**src/rtl/sitc_pkg.sv**
```systemverilog
package sitc_pkg;

  // ---------------------------------------------------------------------------
  // Register offsets (4-bit register index).
  // ---------------------------------------------------------------------------
  localparam logic [3:0] ADDR_SERIAL_BYTE_BUFFER = 4'h0_00c;
  localparam logic [3:0] ADDR_INT_FLAGS_MASK     = 4'h0_00d;
  localparam logic [3:0] ADDR_TIMER_A_CONTROL    = 4'h0_00e;
  localparam logic [3:0] ADDR_TIMER_B_CONTROL    = 4'h0_00f;

  // ---------------------------------------------------------------------------
  // Interrupt flag positions.
  // ---------------------------------------------------------------------------
  localparam int INT_TIMER_A  = 0;
  localparam int INT_TIMER_B  = 1;
  localparam int INT_ALARM    = 2;
  localparam int INT_SERIAL   = 3;
  localparam int INT_FLAG     = 4;
  localparam int INT_SUMMARY  = 7;
  localparam int MASK_SET_CLR = 7;
  localparam int INT_SOURCES  = 5;

  // ---------------------------------------------------------------------------
  // Timer control field positions.
  // ---------------------------------------------------------------------------
  localparam int CTL_START     = 0;
  localparam int CTL_PORT_ON   = 1;
  localparam int CTL_TOGGLE    = 2;
  localparam int CTL_ONE_SHOT  = 3;
  localparam int CTL_LOAD      = 4;
  localparam int CTL_SRC_LO    = 5;
  localparam int CTL_SHIFT_OUT = 6;
  localparam int CTL_TOP       = 7;

  // Stored control bits; bit 4 is a strobe and reads zero.
  localparam logic [7:0] CTL_STORED_MASK = 8'h0_0ef;
  localparam logic [7:0] CTL_RESET       = 8'h0_000;
  localparam logic [7:0] BYTE_RESET      = 8'h0_000;

  // Timer B count source encodings.
  localparam logic [1:0] SRC_BUS      = 2'h0_0;
  localparam logic [1:0] SRC_PIN      = 2'h0_1;
  localparam logic [1:0] SRC_TA       = 2'h0_2;
  localparam logic [1:0] SRC_TA_GATED = 2'h0_3;

  localparam logic [3:0] BITS_PER_BYTE = 4'h0_008;

  typedef enum logic [1:0] {SITC_IDLE, SITC_SHIFT} sitc_tx_state_t;

endpackage

```
**src/rtl/sitc_sync.sv**
```systemverilog
`timescale 1ns/1ns
module sitc_sync #(
  parameter int W = 1
) (
  input  wire logic         clk,
  input  wire logic         rst,
  input  wire logic [W-1:0] d,
  output logic      [W-1:0] q
);

  logic [W-1:0] stage1;

  // Resets to the pulled-up idle level, so no false edge follows reset.
  always_ff @(posedge clk) begin
    if (rst) begin
      stage1 <= '1;
      q      <= '1;
    end else begin
      stage1 <= d;
      q      <= stage1;
    end
  end

endmodule // sitc_sync

```
**src/rtl/sitc_top.sv**
```systemverilog
// Notes on behaviour
// (RULE1) Input mode samples data on clock rise.
// (RULE2) Eight input clocks load buffer, raise flag.
// (RULE3) Output shifts per two timer A underflows.
// (RULE4) Buffer write starts output if continuous.
// (RULE5) Output bits change on falling clock.
// (RULE6) Eighth bit flags; pending byte continues seamlessly.
// (RULE7) Idle output: clock high, data holds.
// (RULE8) Bytes move most significant bit first.
// (RULE9) Five flags: A, B, alarm, serial, flag.
// (RULE10) Events set flags regardless of mask.
// (RULE11) Enabled flag sets summary, asserts request low.
// (RULE12) Reading flags clears all, releases request.
// (RULE13) Mask write bit 7 sets or clears.
// (RULE14) Bit 0 runs timer; one-shot clears it.
// (RULE15) Bit 1 routes timer to port line.
// (RULE16) Bit 2 toggle/pulse; bit 3 one-shot.
// (RULE17) Bit 4 force load strobe, reads zero.
// (RULE18) Count source select bits per timer.
// (RULE19) Timer A bit 6 selects shift direction.
// (RULE20) Timer A bit 7 selects line frequency.
// (RULE21) Timer B bit 7 routes clock writes.
// (RULE22) Unused bits ignore writes, read zero.
// (RULE23) Pulse one cycle; toggle high on start.
// (RULE24) Port output forces line direction out.
// (RULE25) Received byte holds until next completes.
`timescale 1ns/1ns
module sitc_top (
  input  wire logic       clk,
  input  wire logic       rst,
  input  wire logic [3:0] addr,
  input  wire logic [7:0] wdata,
  input  wire logic       wr,
  input  wire logic       rd,
  output logic      [7:0] rdata,
  input  wire logic       serial_data_pin_in,
  output logic            serial_data_pin_out,
  output logic            serial_data_pin_oe,
  input  wire logic       count_clock_pin_in,
  output logic            count_clock_pin_out,
  output logic            count_clock_pin_oe,
  input  wire logic       first_timer_underflow_event,
  input  wire logic       second_timer_underflow_event,
  input  wire logic       alarm_match_event,
  input  wire logic       external_flag_event,
  output logic            irq_n,
  output logic            first_timer_run,
  output logic            second_timer_run,
  output logic            first_timer_force_load,
  output logic            second_timer_force_load,
  output logic            first_timer_tick,
  output logic            second_timer_tick,
  output logic            port_b_line_six,
  output logic            port_b_line_seven,
  output logic            port_b_line_six_oe,
  output logic            port_b_line_seven_oe,
  output logic            line_frequency_select,
  output logic            time_of_day_alarm_select
);

  // ---------------------------------------------------------------------------
  // Registers and pin synchronisation
  // ---------------------------------------------------------------------------
  logic [7:0] timer_a_control;
  logic [7:0] timer_b_control;
  logic [7:0] serial_byte_buffer;
  logic [4:0] int_flags;
  logic [4:0] int_mask;
  logic       int_summary;
  logic [7:0] shifter;
  logic [3:0] bit_count;
  logic       byte_pending;
  logic       half_phase;
  logic       cnt_prev;
  logic       cnt_s;
  logic       sp_s;
  logic       ta_uf;
  logic       tb_uf;
  logic       serial_done;
  logic       tog_a;
  logic       tog_b;
  sitc_pkg::sitc_tx_state_t tx_state;

  sitc_sync #(.W(2)) u_sync (
    .clk (clk),
    .rst (rst),
    .d   ({count_clock_pin_in, serial_data_pin_in}),
    .q   ({cnt_s, sp_s})
  );

  // Event inputs come from timer logic on this clock and need no synchroniser.
  assign ta_uf = first_timer_underflow_event;
  assign tb_uf = second_timer_underflow_event;

  logic wr_a;
  logic wr_b;
  logic wr_buf;
  logic wr_mask;
  logic rd_flags;
  logic cnt_rise;
  logic out_mode;
  assign wr_a     = wr && addr == sitc_pkg::ADDR_TIMER_A_CONTROL;
  assign wr_b     = wr && addr == sitc_pkg::ADDR_TIMER_B_CONTROL;
  assign wr_buf   = wr && addr == sitc_pkg::ADDR_SERIAL_BYTE_BUFFER;
  assign wr_mask  = wr && addr == sitc_pkg::ADDR_INT_FLAGS_MASK;
  assign rd_flags = rd && addr == sitc_pkg::ADDR_INT_FLAGS_MASK;
  assign cnt_rise = cnt_s && !cnt_prev;
  assign out_mode = timer_a_control[sitc_pkg::CTL_SHIFT_OUT];

  always_ff @(posedge clk) begin
    if (rst) begin
      cnt_prev <= 1'b1;
    end else begin
      cnt_prev <= cnt_s;
    end
  end

  // ---------------------------------------------------------------------------
  // Timer control registers
  // ---------------------------------------------------------------------------
  // Writes store only implemented bits; the load bit is a strobe. [RULE17] [RULE22]
  always_ff @(posedge clk) begin
    if (rst) begin
      timer_a_control <= sitc_pkg::CTL_RESET;
    end else if (wr_a) begin
      timer_a_control <= wdata & sitc_pkg::CTL_STORED_MASK; // [RULE19] [RULE20]
    end else if (ta_uf && timer_a_control[sitc_pkg::CTL_ONE_SHOT]) begin
      timer_a_control[sitc_pkg::CTL_START] <= 1'b0; // [RULE14]
    end
  end

  always_ff @(posedge clk) begin
    if (rst) begin
      timer_b_control <= sitc_pkg::CTL_RESET;
    end else if (wr_b) begin
      timer_b_control <= wdata & sitc_pkg::CTL_STORED_MASK; // [RULE21]
    end else if (tb_uf && timer_b_control[sitc_pkg::CTL_ONE_SHOT]) begin
      timer_b_control[sitc_pkg::CTL_START] <= 1'b0; // [RULE14]
    end
  end

  always_ff @(posedge clk) begin
    if (rst) begin
      first_timer_run         <= 1'b0;
      second_timer_run        <= 1'b0;
      first_timer_force_load  <= 1'b0;
      second_timer_force_load <= 1'b0;
      line_frequency_select   <= 1'b0;
      time_of_day_alarm_select <= 1'b0;
    end else begin
      first_timer_run  <= timer_a_control[sitc_pkg::CTL_START] &&
                          !(ta_uf && timer_a_control[sitc_pkg::CTL_ONE_SHOT]);
      second_timer_run <= timer_b_control[sitc_pkg::CTL_START] &&
                          !(tb_uf && timer_b_control[sitc_pkg::CTL_ONE_SHOT]);
      first_timer_force_load  <= wr_a && wdata[sitc_pkg::CTL_LOAD]; // [RULE17]
      second_timer_force_load <= wr_b && wdata[sitc_pkg::CTL_LOAD]; // [RULE17]
      line_frequency_select    <= timer_a_control[sitc_pkg::CTL_TOP]; // [RULE20]
      time_of_day_alarm_select <= timer_b_control[sitc_pkg::CTL_TOP]; // [RULE21]
    end
  end

  // ---------------------------------------------------------------------------
  // Count source ticks
  // ---------------------------------------------------------------------------
  // A tick tells the external counter when to decrement. [RULE18]
  always_ff @(posedge clk) begin
    if (rst) begin
      first_timer_tick  <= 1'b0;
      second_timer_tick <= 1'b0;
    end else begin
      first_timer_tick <= timer_a_control[sitc_pkg::CTL_SRC_LO] ? cnt_rise : 1'b1;
      case (timer_b_control[6:5])
        sitc_pkg::SRC_BUS:      second_timer_tick <= 1'b1;
        sitc_pkg::SRC_PIN:      second_timer_tick <= cnt_rise;
        sitc_pkg::SRC_TA:       second_timer_tick <= ta_uf;
        sitc_pkg::SRC_TA_GATED: second_timer_tick <= ta_uf && cnt_s;
        default:                second_timer_tick <= 1'b0;
      endcase
    end
  end

  // ---------------------------------------------------------------------------
  // Port B timer outputs
  // ---------------------------------------------------------------------------
  // Toggle state rises on each start so the first edge is predictable. [RULE23]
  always_ff @(posedge clk) begin
    if (rst) begin
      tog_a <= 1'b0;
      tog_b <= 1'b0;
    end else begin
      if (wr_a && wdata[sitc_pkg::CTL_START] && !timer_a_control[sitc_pkg::CTL_START]) begin
        tog_a <= 1'b1;
      end else if (ta_uf) begin
        tog_a <= !tog_a;
      end
      if (wr_b && wdata[sitc_pkg::CTL_START] && !timer_b_control[sitc_pkg::CTL_START]) begin
        tog_b <= 1'b1;
      end else if (tb_uf) begin
        tog_b <= !tog_b;
      end
    end
  end

  always_ff @(posedge clk) begin
    if (rst) begin
      port_b_line_six      <= 1'b0;
      port_b_line_seven    <= 1'b0;
      port_b_line_six_oe   <= 1'b0;
      port_b_line_seven_oe <= 1'b0;
    end else begin
      // Toggle or one-cycle pulse per underflow. [RULE15] [RULE16] [RULE23]
      port_b_line_six   <= timer_a_control[sitc_pkg::CTL_TOGGLE] ? tog_a : ta_uf;
      port_b_line_seven <= timer_b_control[sitc_pkg::CTL_TOGGLE] ? tog_b : tb_uf;
      port_b_line_six_oe   <= timer_a_control[sitc_pkg::CTL_PORT_ON]; // [RULE24]
      port_b_line_seven_oe <= timer_b_control[sitc_pkg::CTL_PORT_ON]; // [RULE24]
    end
  end

  // ---------------------------------------------------------------------------
  // Serial shifter
  // ---------------------------------------------------------------------------
  // Output mode only leaves idle while timer A runs continuously. [RULE4]
  logic ta_continuous;
  assign ta_continuous = timer_a_control[sitc_pkg::CTL_START] &&
                         !timer_a_control[sitc_pkg::CTL_ONE_SHOT];

  always_ff @(posedge clk) begin
    if (rst) begin
      tx_state            <= sitc_pkg::SITC_IDLE;
      shifter             <= sitc_pkg::BYTE_RESET;
      bit_count           <= 4'h0_000;
      byte_pending        <= 1'b0;
      half_phase          <= 1'b0;
      serial_byte_buffer  <= sitc_pkg::BYTE_RESET;
      serial_done         <= 1'b0;
      count_clock_pin_out <= 1'b1;
      serial_data_pin_out <= 1'b1;
    end else begin
      serial_done <= 1'b0;
      if (wr_buf) begin
        serial_byte_buffer <= wdata;
        byte_pending       <= out_mode;
      end
      if (!out_mode) begin
        tx_state            <= sitc_pkg::SITC_IDLE;
        count_clock_pin_out <= 1'b1;
        half_phase          <= 1'b0;
        if (cnt_rise) begin
          shifter <= {shifter[6:0], sp_s}; // [RULE1] [RULE8]
          if (bit_count == sitc_pkg::BITS_PER_BYTE - 4'h0_001) begin
            bit_count          <= 4'h0_000;
            serial_byte_buffer <= {shifter[6:0], sp_s}; // [RULE2] [RULE25]
            serial_done        <= 1'b1; // [RULE2]
          end else begin
            bit_count <= bit_count + 4'h0_001;
          end
        end
      end else begin
        case (tx_state)
          sitc_pkg::SITC_IDLE: begin
            count_clock_pin_out <= 1'b1; // [RULE7]
            half_phase          <= 1'b0;
            bit_count           <= 4'h0_000;
            if ((byte_pending || wr_buf) && ta_continuous && !wr_buf) begin
              shifter      <= serial_byte_buffer;
              byte_pending <= 1'b0;
              tx_state     <= sitc_pkg::SITC_SHIFT; // [RULE4]
            end
          end
          sitc_pkg::SITC_SHIFT: begin
            if (ta_uf) begin
              // Two underflows make one bit period. [RULE3]
              half_phase <= !half_phase;
              if (!half_phase) begin
                count_clock_pin_out <= 1'b0;
                serial_data_pin_out <= shifter[7]; // [RULE5] [RULE8]
                shifter             <= {shifter[6:0], 1'b0};
              end else begin
                count_clock_pin_out <= 1'b1;
                if (bit_count == sitc_pkg::BITS_PER_BYTE - 4'h0_001) begin
                  bit_count   <= 4'h0_000;
                  serial_done <= 1'b1; // [RULE6]
                  if (byte_pending && !wr_buf) begin
                    shifter      <= serial_byte_buffer; // [RULE6]
                    byte_pending <= 1'b0;
                  end else begin
                    tx_state <= sitc_pkg::SITC_IDLE; // [RULE7]
                  end
                end else begin
                  bit_count <= bit_count + 4'h0_001;
                end
              end
            end
          end
          default: tx_state <= sitc_pkg::SITC_IDLE;
        endcase
      end
    end
  end

  always_ff @(posedge clk) begin
    if (rst) begin
      serial_data_pin_oe <= 1'b0;
      count_clock_pin_oe <= 1'b0;
    end else begin
      serial_data_pin_oe <= out_mode; // [RULE19]
      count_clock_pin_oe <= out_mode; // [RULE3]
    end
  end

  // ---------------------------------------------------------------------------
  // Interrupt flags and mask
  // ---------------------------------------------------------------------------
  logic [4:0] events;
  assign events = {external_flag_event, serial_done, alarm_match_event, tb_uf, ta_uf}; // [RULE9]

  // A new event in the read cycle survives the read-to-clear.
  always_ff @(posedge clk) begin
    if (rst) begin
      int_flags   <= 5'h0_00;
      int_summary <= 1'b0;
    end else begin
      int_flags   <= (rd_flags ? 5'h0_00 : int_flags) | events; // [RULE10] [RULE12]
      int_summary <= (rd_flags ? 1'b0 : int_summary) |
                     (|(((rd_flags ? 5'h0_00 : int_flags) | events) & int_mask)); // [RULE11]
    end
  end

  always_ff @(posedge clk) begin
    if (rst) begin
      int_mask <= 5'h0_00;
    end else if (wr_mask) begin
      if (wdata[sitc_pkg::MASK_SET_CLR]) begin
        int_mask <= int_mask | wdata[4:0]; // [RULE13]
      end else begin
        int_mask <= int_mask & ~wdata[4:0]; // [RULE13]
      end
    end
  end

  always_ff @(posedge clk) begin
    if (rst) begin
      irq_n <= 1'b1;
    end else begin
      irq_n <= !(int_summary && !rd_flags); // [RULE11] [RULE12]
    end
  end

  // ---------------------------------------------------------------------------
  // Read data
  // ---------------------------------------------------------------------------
  always_ff @(posedge clk) begin
    if (rst) begin
      rdata <= 8'h0_000;
    end else if (rd) begin
      case (addr)
        sitc_pkg::ADDR_SERIAL_BYTE_BUFFER: rdata <= serial_byte_buffer;
        sitc_pkg::ADDR_INT_FLAGS_MASK:     rdata <= {int_summary, 2'b00, int_flags}; // [RULE22]
        sitc_pkg::ADDR_TIMER_A_CONTROL:    rdata <= timer_a_control;
        sitc_pkg::ADDR_TIMER_B_CONTROL:    rdata <= timer_b_control;
        default:                           rdata <= 8'h0_000;
      endcase
    end else begin
      rdata <= 8'h0_000;
    end
  end

endmodule // sitc_top

```
**config.mk**
```make
export PLATFORM = sky130hd
export DESIGN_NAME = sitc_top
export DESIGN_NICKNAME = d
export VERILOG_FILES = /design/src/rtl/sitc_pkg.sv /design/src/rtl/sitc_sync.sv /design/src/rtl/sitc_top.sv
export SDC_FILE = /design/constraint.sdc
export NUM_CORES = 1
export LEC_CHECK = 0
export ABC_AREA = 1
export BUFFER_PORTS_ARGS = -buffer_cell sky130_fd_sc_hd__buf_2
export CAP_MARGIN = 30
export CORE_ASPECT_RATIO = 0.9
export CORE_MARGIN = 2
export CORE_UTILIZATION = 30
export DETAILED_ROUTE_END_ITERATION = 16
export SYNTH_ARGS = -nofsm -noshare
export SYNTH_HDL_FRONTEND = slang
export SYNTH_SLANG_ARGS = --single-unit
```
**constraint.sdc**
```tcl
create_clock -name clk -period 1.8 [get_ports clk]
set_clock_uncertainty 0.15 [all_clocks]
set_input_delay 0.45 -clock clk [delete_from_list [all_inputs] [get_ports clk]]
set_output_delay 0.45 -clock clk [all_outputs]
set_load 0.03 [all_outputs]
```
==> results.py <==
metrics = {
    "global_routing": {
        "grt_start_max_net_pins": 17,
        "grt_pass1_wl_um": 14260,
        "grt_util_all_layers_pct": 15.24,
        "overflow": 0,
        "first_global_vias": 2924,
        "antenna_found_initial": 0,
    },
    "routing": {
        "drc": 0,
        "wl_per_cell_um": 13.49,
        "vias": 3003,
        "via_per_inst": 4.700,
        "drt-total-wl_um": 8623,
        "drtIter0Drc": 199,
        "drt_pre_antenna_iters": 4,
        "postRouteAntennaNets": 0,
    },
    "finish": {
        "finalInstanceArea_mm2": 0.004006,
        "final_cells": 639,
        "fin_nets": 526,
        "nFillCells": 1143,
        "n_antenna_cell": 0,
        "syn_to_final_growth_pct": 20.74,
        "fin_util_pct": 37.06,
        "drive_gt1_share_pct": 18.58,
    },
    "logic_synthesis": {
        "synthesis.area_mm2": 0.003318,
        "ys_warn_count": 0,
        "async_flop_share_pct": 0,
        "yosysTopAreaCellShare_pct": 48.27,
        "synthDistinctLibCells": 34,
        "synth.area.top_cells": "dfxtp_1 48%, nand2_1 11%, inv_1 6.9%",
        "yosysTopAreaCell": "dfxtp_1",
        "synth_ff_type": "dfxtp_1",
        "avgSynthCellArea_um2": 7.374,
        "ys_ff_latch": 80,
        "synth_cells": 450,
        "synth_edf_count": 0,
        "synth_nets": 473,
        "synth_seq_area_share_pct": 48.27,
    },
    "timing": {
        "setup_viol": 0,
        "worst_slew_pin_slew_ps": 416.3,
        "setup_ws_ps": 165.4,
        "max-slew-margin-rel_pct": 72.18,
        "min_period_ps": 1635,
        "hold_viol": 0,
        "finalMaxSlewViolations": 0,
        "fin_crit_sh_pct": 90.81,
        "fin_tns_setup_ps": 0,
        "max_freq_ghz": 0.6118,
    },
    "floorplanning": {
        "die_y_um": 103.8,
        "ios": 47,
        "placementRows": 36,
        "placeableCoreArea_mm2": 0.01081,
        "fp.dieW_um": 114.9,
        "initial_core_util_pct": 30.69,
        "die-area_mm2": 0.01192,
    },
    "worst_setup_path": {
        "worstReg2RegEnd": "shifter[0]$_SDFFE_PP0P_",
        "path_cells": "ha_1 -> nand2_1 -> nor2_4 -> nand3_1 -> nand2_1 -> nand3_4 -> nor2_1 -> nor2_1",
        "cp-end-kind": "flop",
        "r2r-start": "bit_count[0]$_SDFFE_PP0P_",
        "ff2ff_path_depth": 8,
        "crit_fanout": 16,
        "crit_arrival_ps": 1710,
        "crit_required_ps": 1880,
        "max_stage_delay_ps": 360,
        "critPathSlowestCell": "dfxtp_1",
        "critPathLaunchType": "flop",
        "critPathKind": "flop to flop",
        "ff2ff_setup_slack_ps": 170,
    },
    "power_and_ir_drop": {
        "intPower_mw": 2.860,
        "p_sw_mw": 0.8932,
        "pwr-share-clk_pct": 43.9,
        "p_per_area_mw_per_mm2": 936.7,
        "combPwrFrac_pct": 7.1,
        "peakVddDrop_mv": 0.4174,
        "p_leak_nw": 1.770,
        "seqPwrFrac_pct": 49.0,
        "switching_share_pct": 23.80,
    },
    "min_path": {
        "hold_path_depth": 2,
        "min_to": "u_sync.stage1[1]$_SDFF_PP1_",
        "hp-class": "input pin to flop",
        "worstHoldStart": "count_clock_pin_in",
    },
    "cts": {
        "cts_buffers": 9,
        "cts_tree": "done",
        "clkTransAtPathRegs_ps": 60,
        "insertion_delay_ps": 340,
        "numClockSinks": 80,
        "root_buffer": "clkbuf_16",
        "post_cts_buffers": 0,
        "clockBufferDepth": 2,
        "htree_num_levels": 3,
    },
    "job": {
        "cap_violations": 0,
    },
    "placed_design": {
        "place_area_mm2": 0.003735,
        "portBuffers": 46,
        "dp_cells": 625,
        "gp_routability_congestion": 0.8493,
        "pre_cts_ws_ps": 14.77,
        "post-dp-hpwl_um": 6285,
    },
    "status": {
        "outcome": "finished, final reports clean",
    },
}
-- cells in the mapped netlist (2+ instances only) --
| cell | instances |
|---|---|
| nand3_2 | 4 |
| nand3_1 | 20 |
| or2_2 | 5 |
| nor2_1 | 48 |
| dfxtp_1 | 80 |
| inv_1 | 61 |
| o22ai_1 | 10 |
| nand2_1 | 101 |
| a211oi_1 | 2 |
| and3_1 | 2 |
| clkbuf_1 | 7 |
| buf_4 | 2 |
| o21ai_2 | 2 |
| o211ai_1 | 7 |
| o21ai_0 | 29 |
| a21oi_1 | 34 |
| o221ai_1 | 2 |
| buf_2 | 6 |
| o21ai_1 | 4 |
| xnor2_1 | 2 |
| nor2_2 | 3 |
| nor3_1 | 3 |
| inv_2 | 5 |
-- worst max-delay path by stage --
stage,from,end,cells after the start
4_1_cts,bit_count[0]$_SDFFE_PP0P_,serial_byte_buffer[7]$_SDFF_PP0_,9
5_1_grt,bit_count[0]$_SDFFE_PP0P_,shifter[0]$_SDFFE_PP0P_,8
3_3_place_gp,addr[0],int_summary$_SDFF_PP0_,10
2_1_floorplan,addr[2],timer_a_control[2]$_SDFFE_PP0N_,8
3_5_place_dp,addr[1],serial_byte_buffer[2]$_SDFF_PP0_,7
6_report,bit_count[0]$_SDFFE_PP0P_,shifter[0]$_SDFFE_PP0P_,8
-- logic make-up after synthesis --
logic type	synth area share, %
AND/OR/NAND/NOR	24.28
AO/OA/AOI/OAI	16.21
buffers and inverters	10.07
flip-flops	48.27
XOR/XNOR	0.7920
adder cells (fa/ha/maj)	0.3770
-- metrics by stage --
stage,power (mW),hold slack [ps]
after global routing,3.886,151.8
after detailed placement,2.141,248.0
final,3.753,145.0
after floorplan,2.039,239.5
after CTS,3.782,137.5
after global placement,2.137,244.2
-- registers in the layout, summed over array words and instances (netlist names), 2 cells and up, named ones only --
name,count
u_sync.q,2
timer_b_control,7
bit_count,4
serial_byte_buffer,8
timer_a_control,7
shifter,8
int_flags,5
u_sync.stage1,2
rdata,8
-- layout make-up --
cell class                      instances  area (um^2)  share of cell area (%)
Clock buffer                           11        242.7                   6.059
Clock inverter                          3        20.02                  0.4997
Inverter                               67        251.5                   6.277
Multi-Input combinational cell        287         1390                   34.70
Sequential cell                        80         1603                   40.01
Tap cell                              133        166.4                   4.154
Timing Repair Buffer                   58        332.8                   8.307
-- placed cells by master, fill, tap and decap left out, drive strengths merged, types with 5 or more instances in the layout --
master  count
nand2     101
nor2       52
o21ai      35
o211ai      7
nand3      25
clkbuf     11
o22ai      10
a21oi      34
buf        58
or2         5
inv        66
dfxtp      80
-- power by group through the flow --
| stage | clock network, mW | registers (mW) | logic, mW |
|---|---|---|---|
| after floorplan | 0 | 1.89 | 0.150 |
| after global placement | 0 | 1.88 | 0.260 |
| after detailed placement | 0 | 1.88 | 0.263 |
| after CTS | 1.68 | 1.84 | 0.265 |
| after global routing | 1.74 | 1.84 | 0.299 |
| final | 1.65 | 1.84 | 0.265 |
-- critical path: cells and delay by family, from the launching register on --
family        cells  cell delay, ps
fa+ha+maj         1             170
flops             1             360
simple gates      7             840
-- per-layer routing --
metal  global-route usage [%]  up-vias  share of wire, %
met5                        0        -                 0
met4                    5.164        0               1.3
met3                    4.272       14               5.7
met2                    22.98       78                45
met1                    20.86     1372                48
li1                         -     1539                 -
-- repair_timing --
action | in CTS | in global routing
hold buffers | 0 | 0
hold endpoints to repair | 0 | 0
resized for setup | 0 | 3
setup endpoints to repair | 0 | 15
No activity file was read; power rests on OpenSTA's default activity.
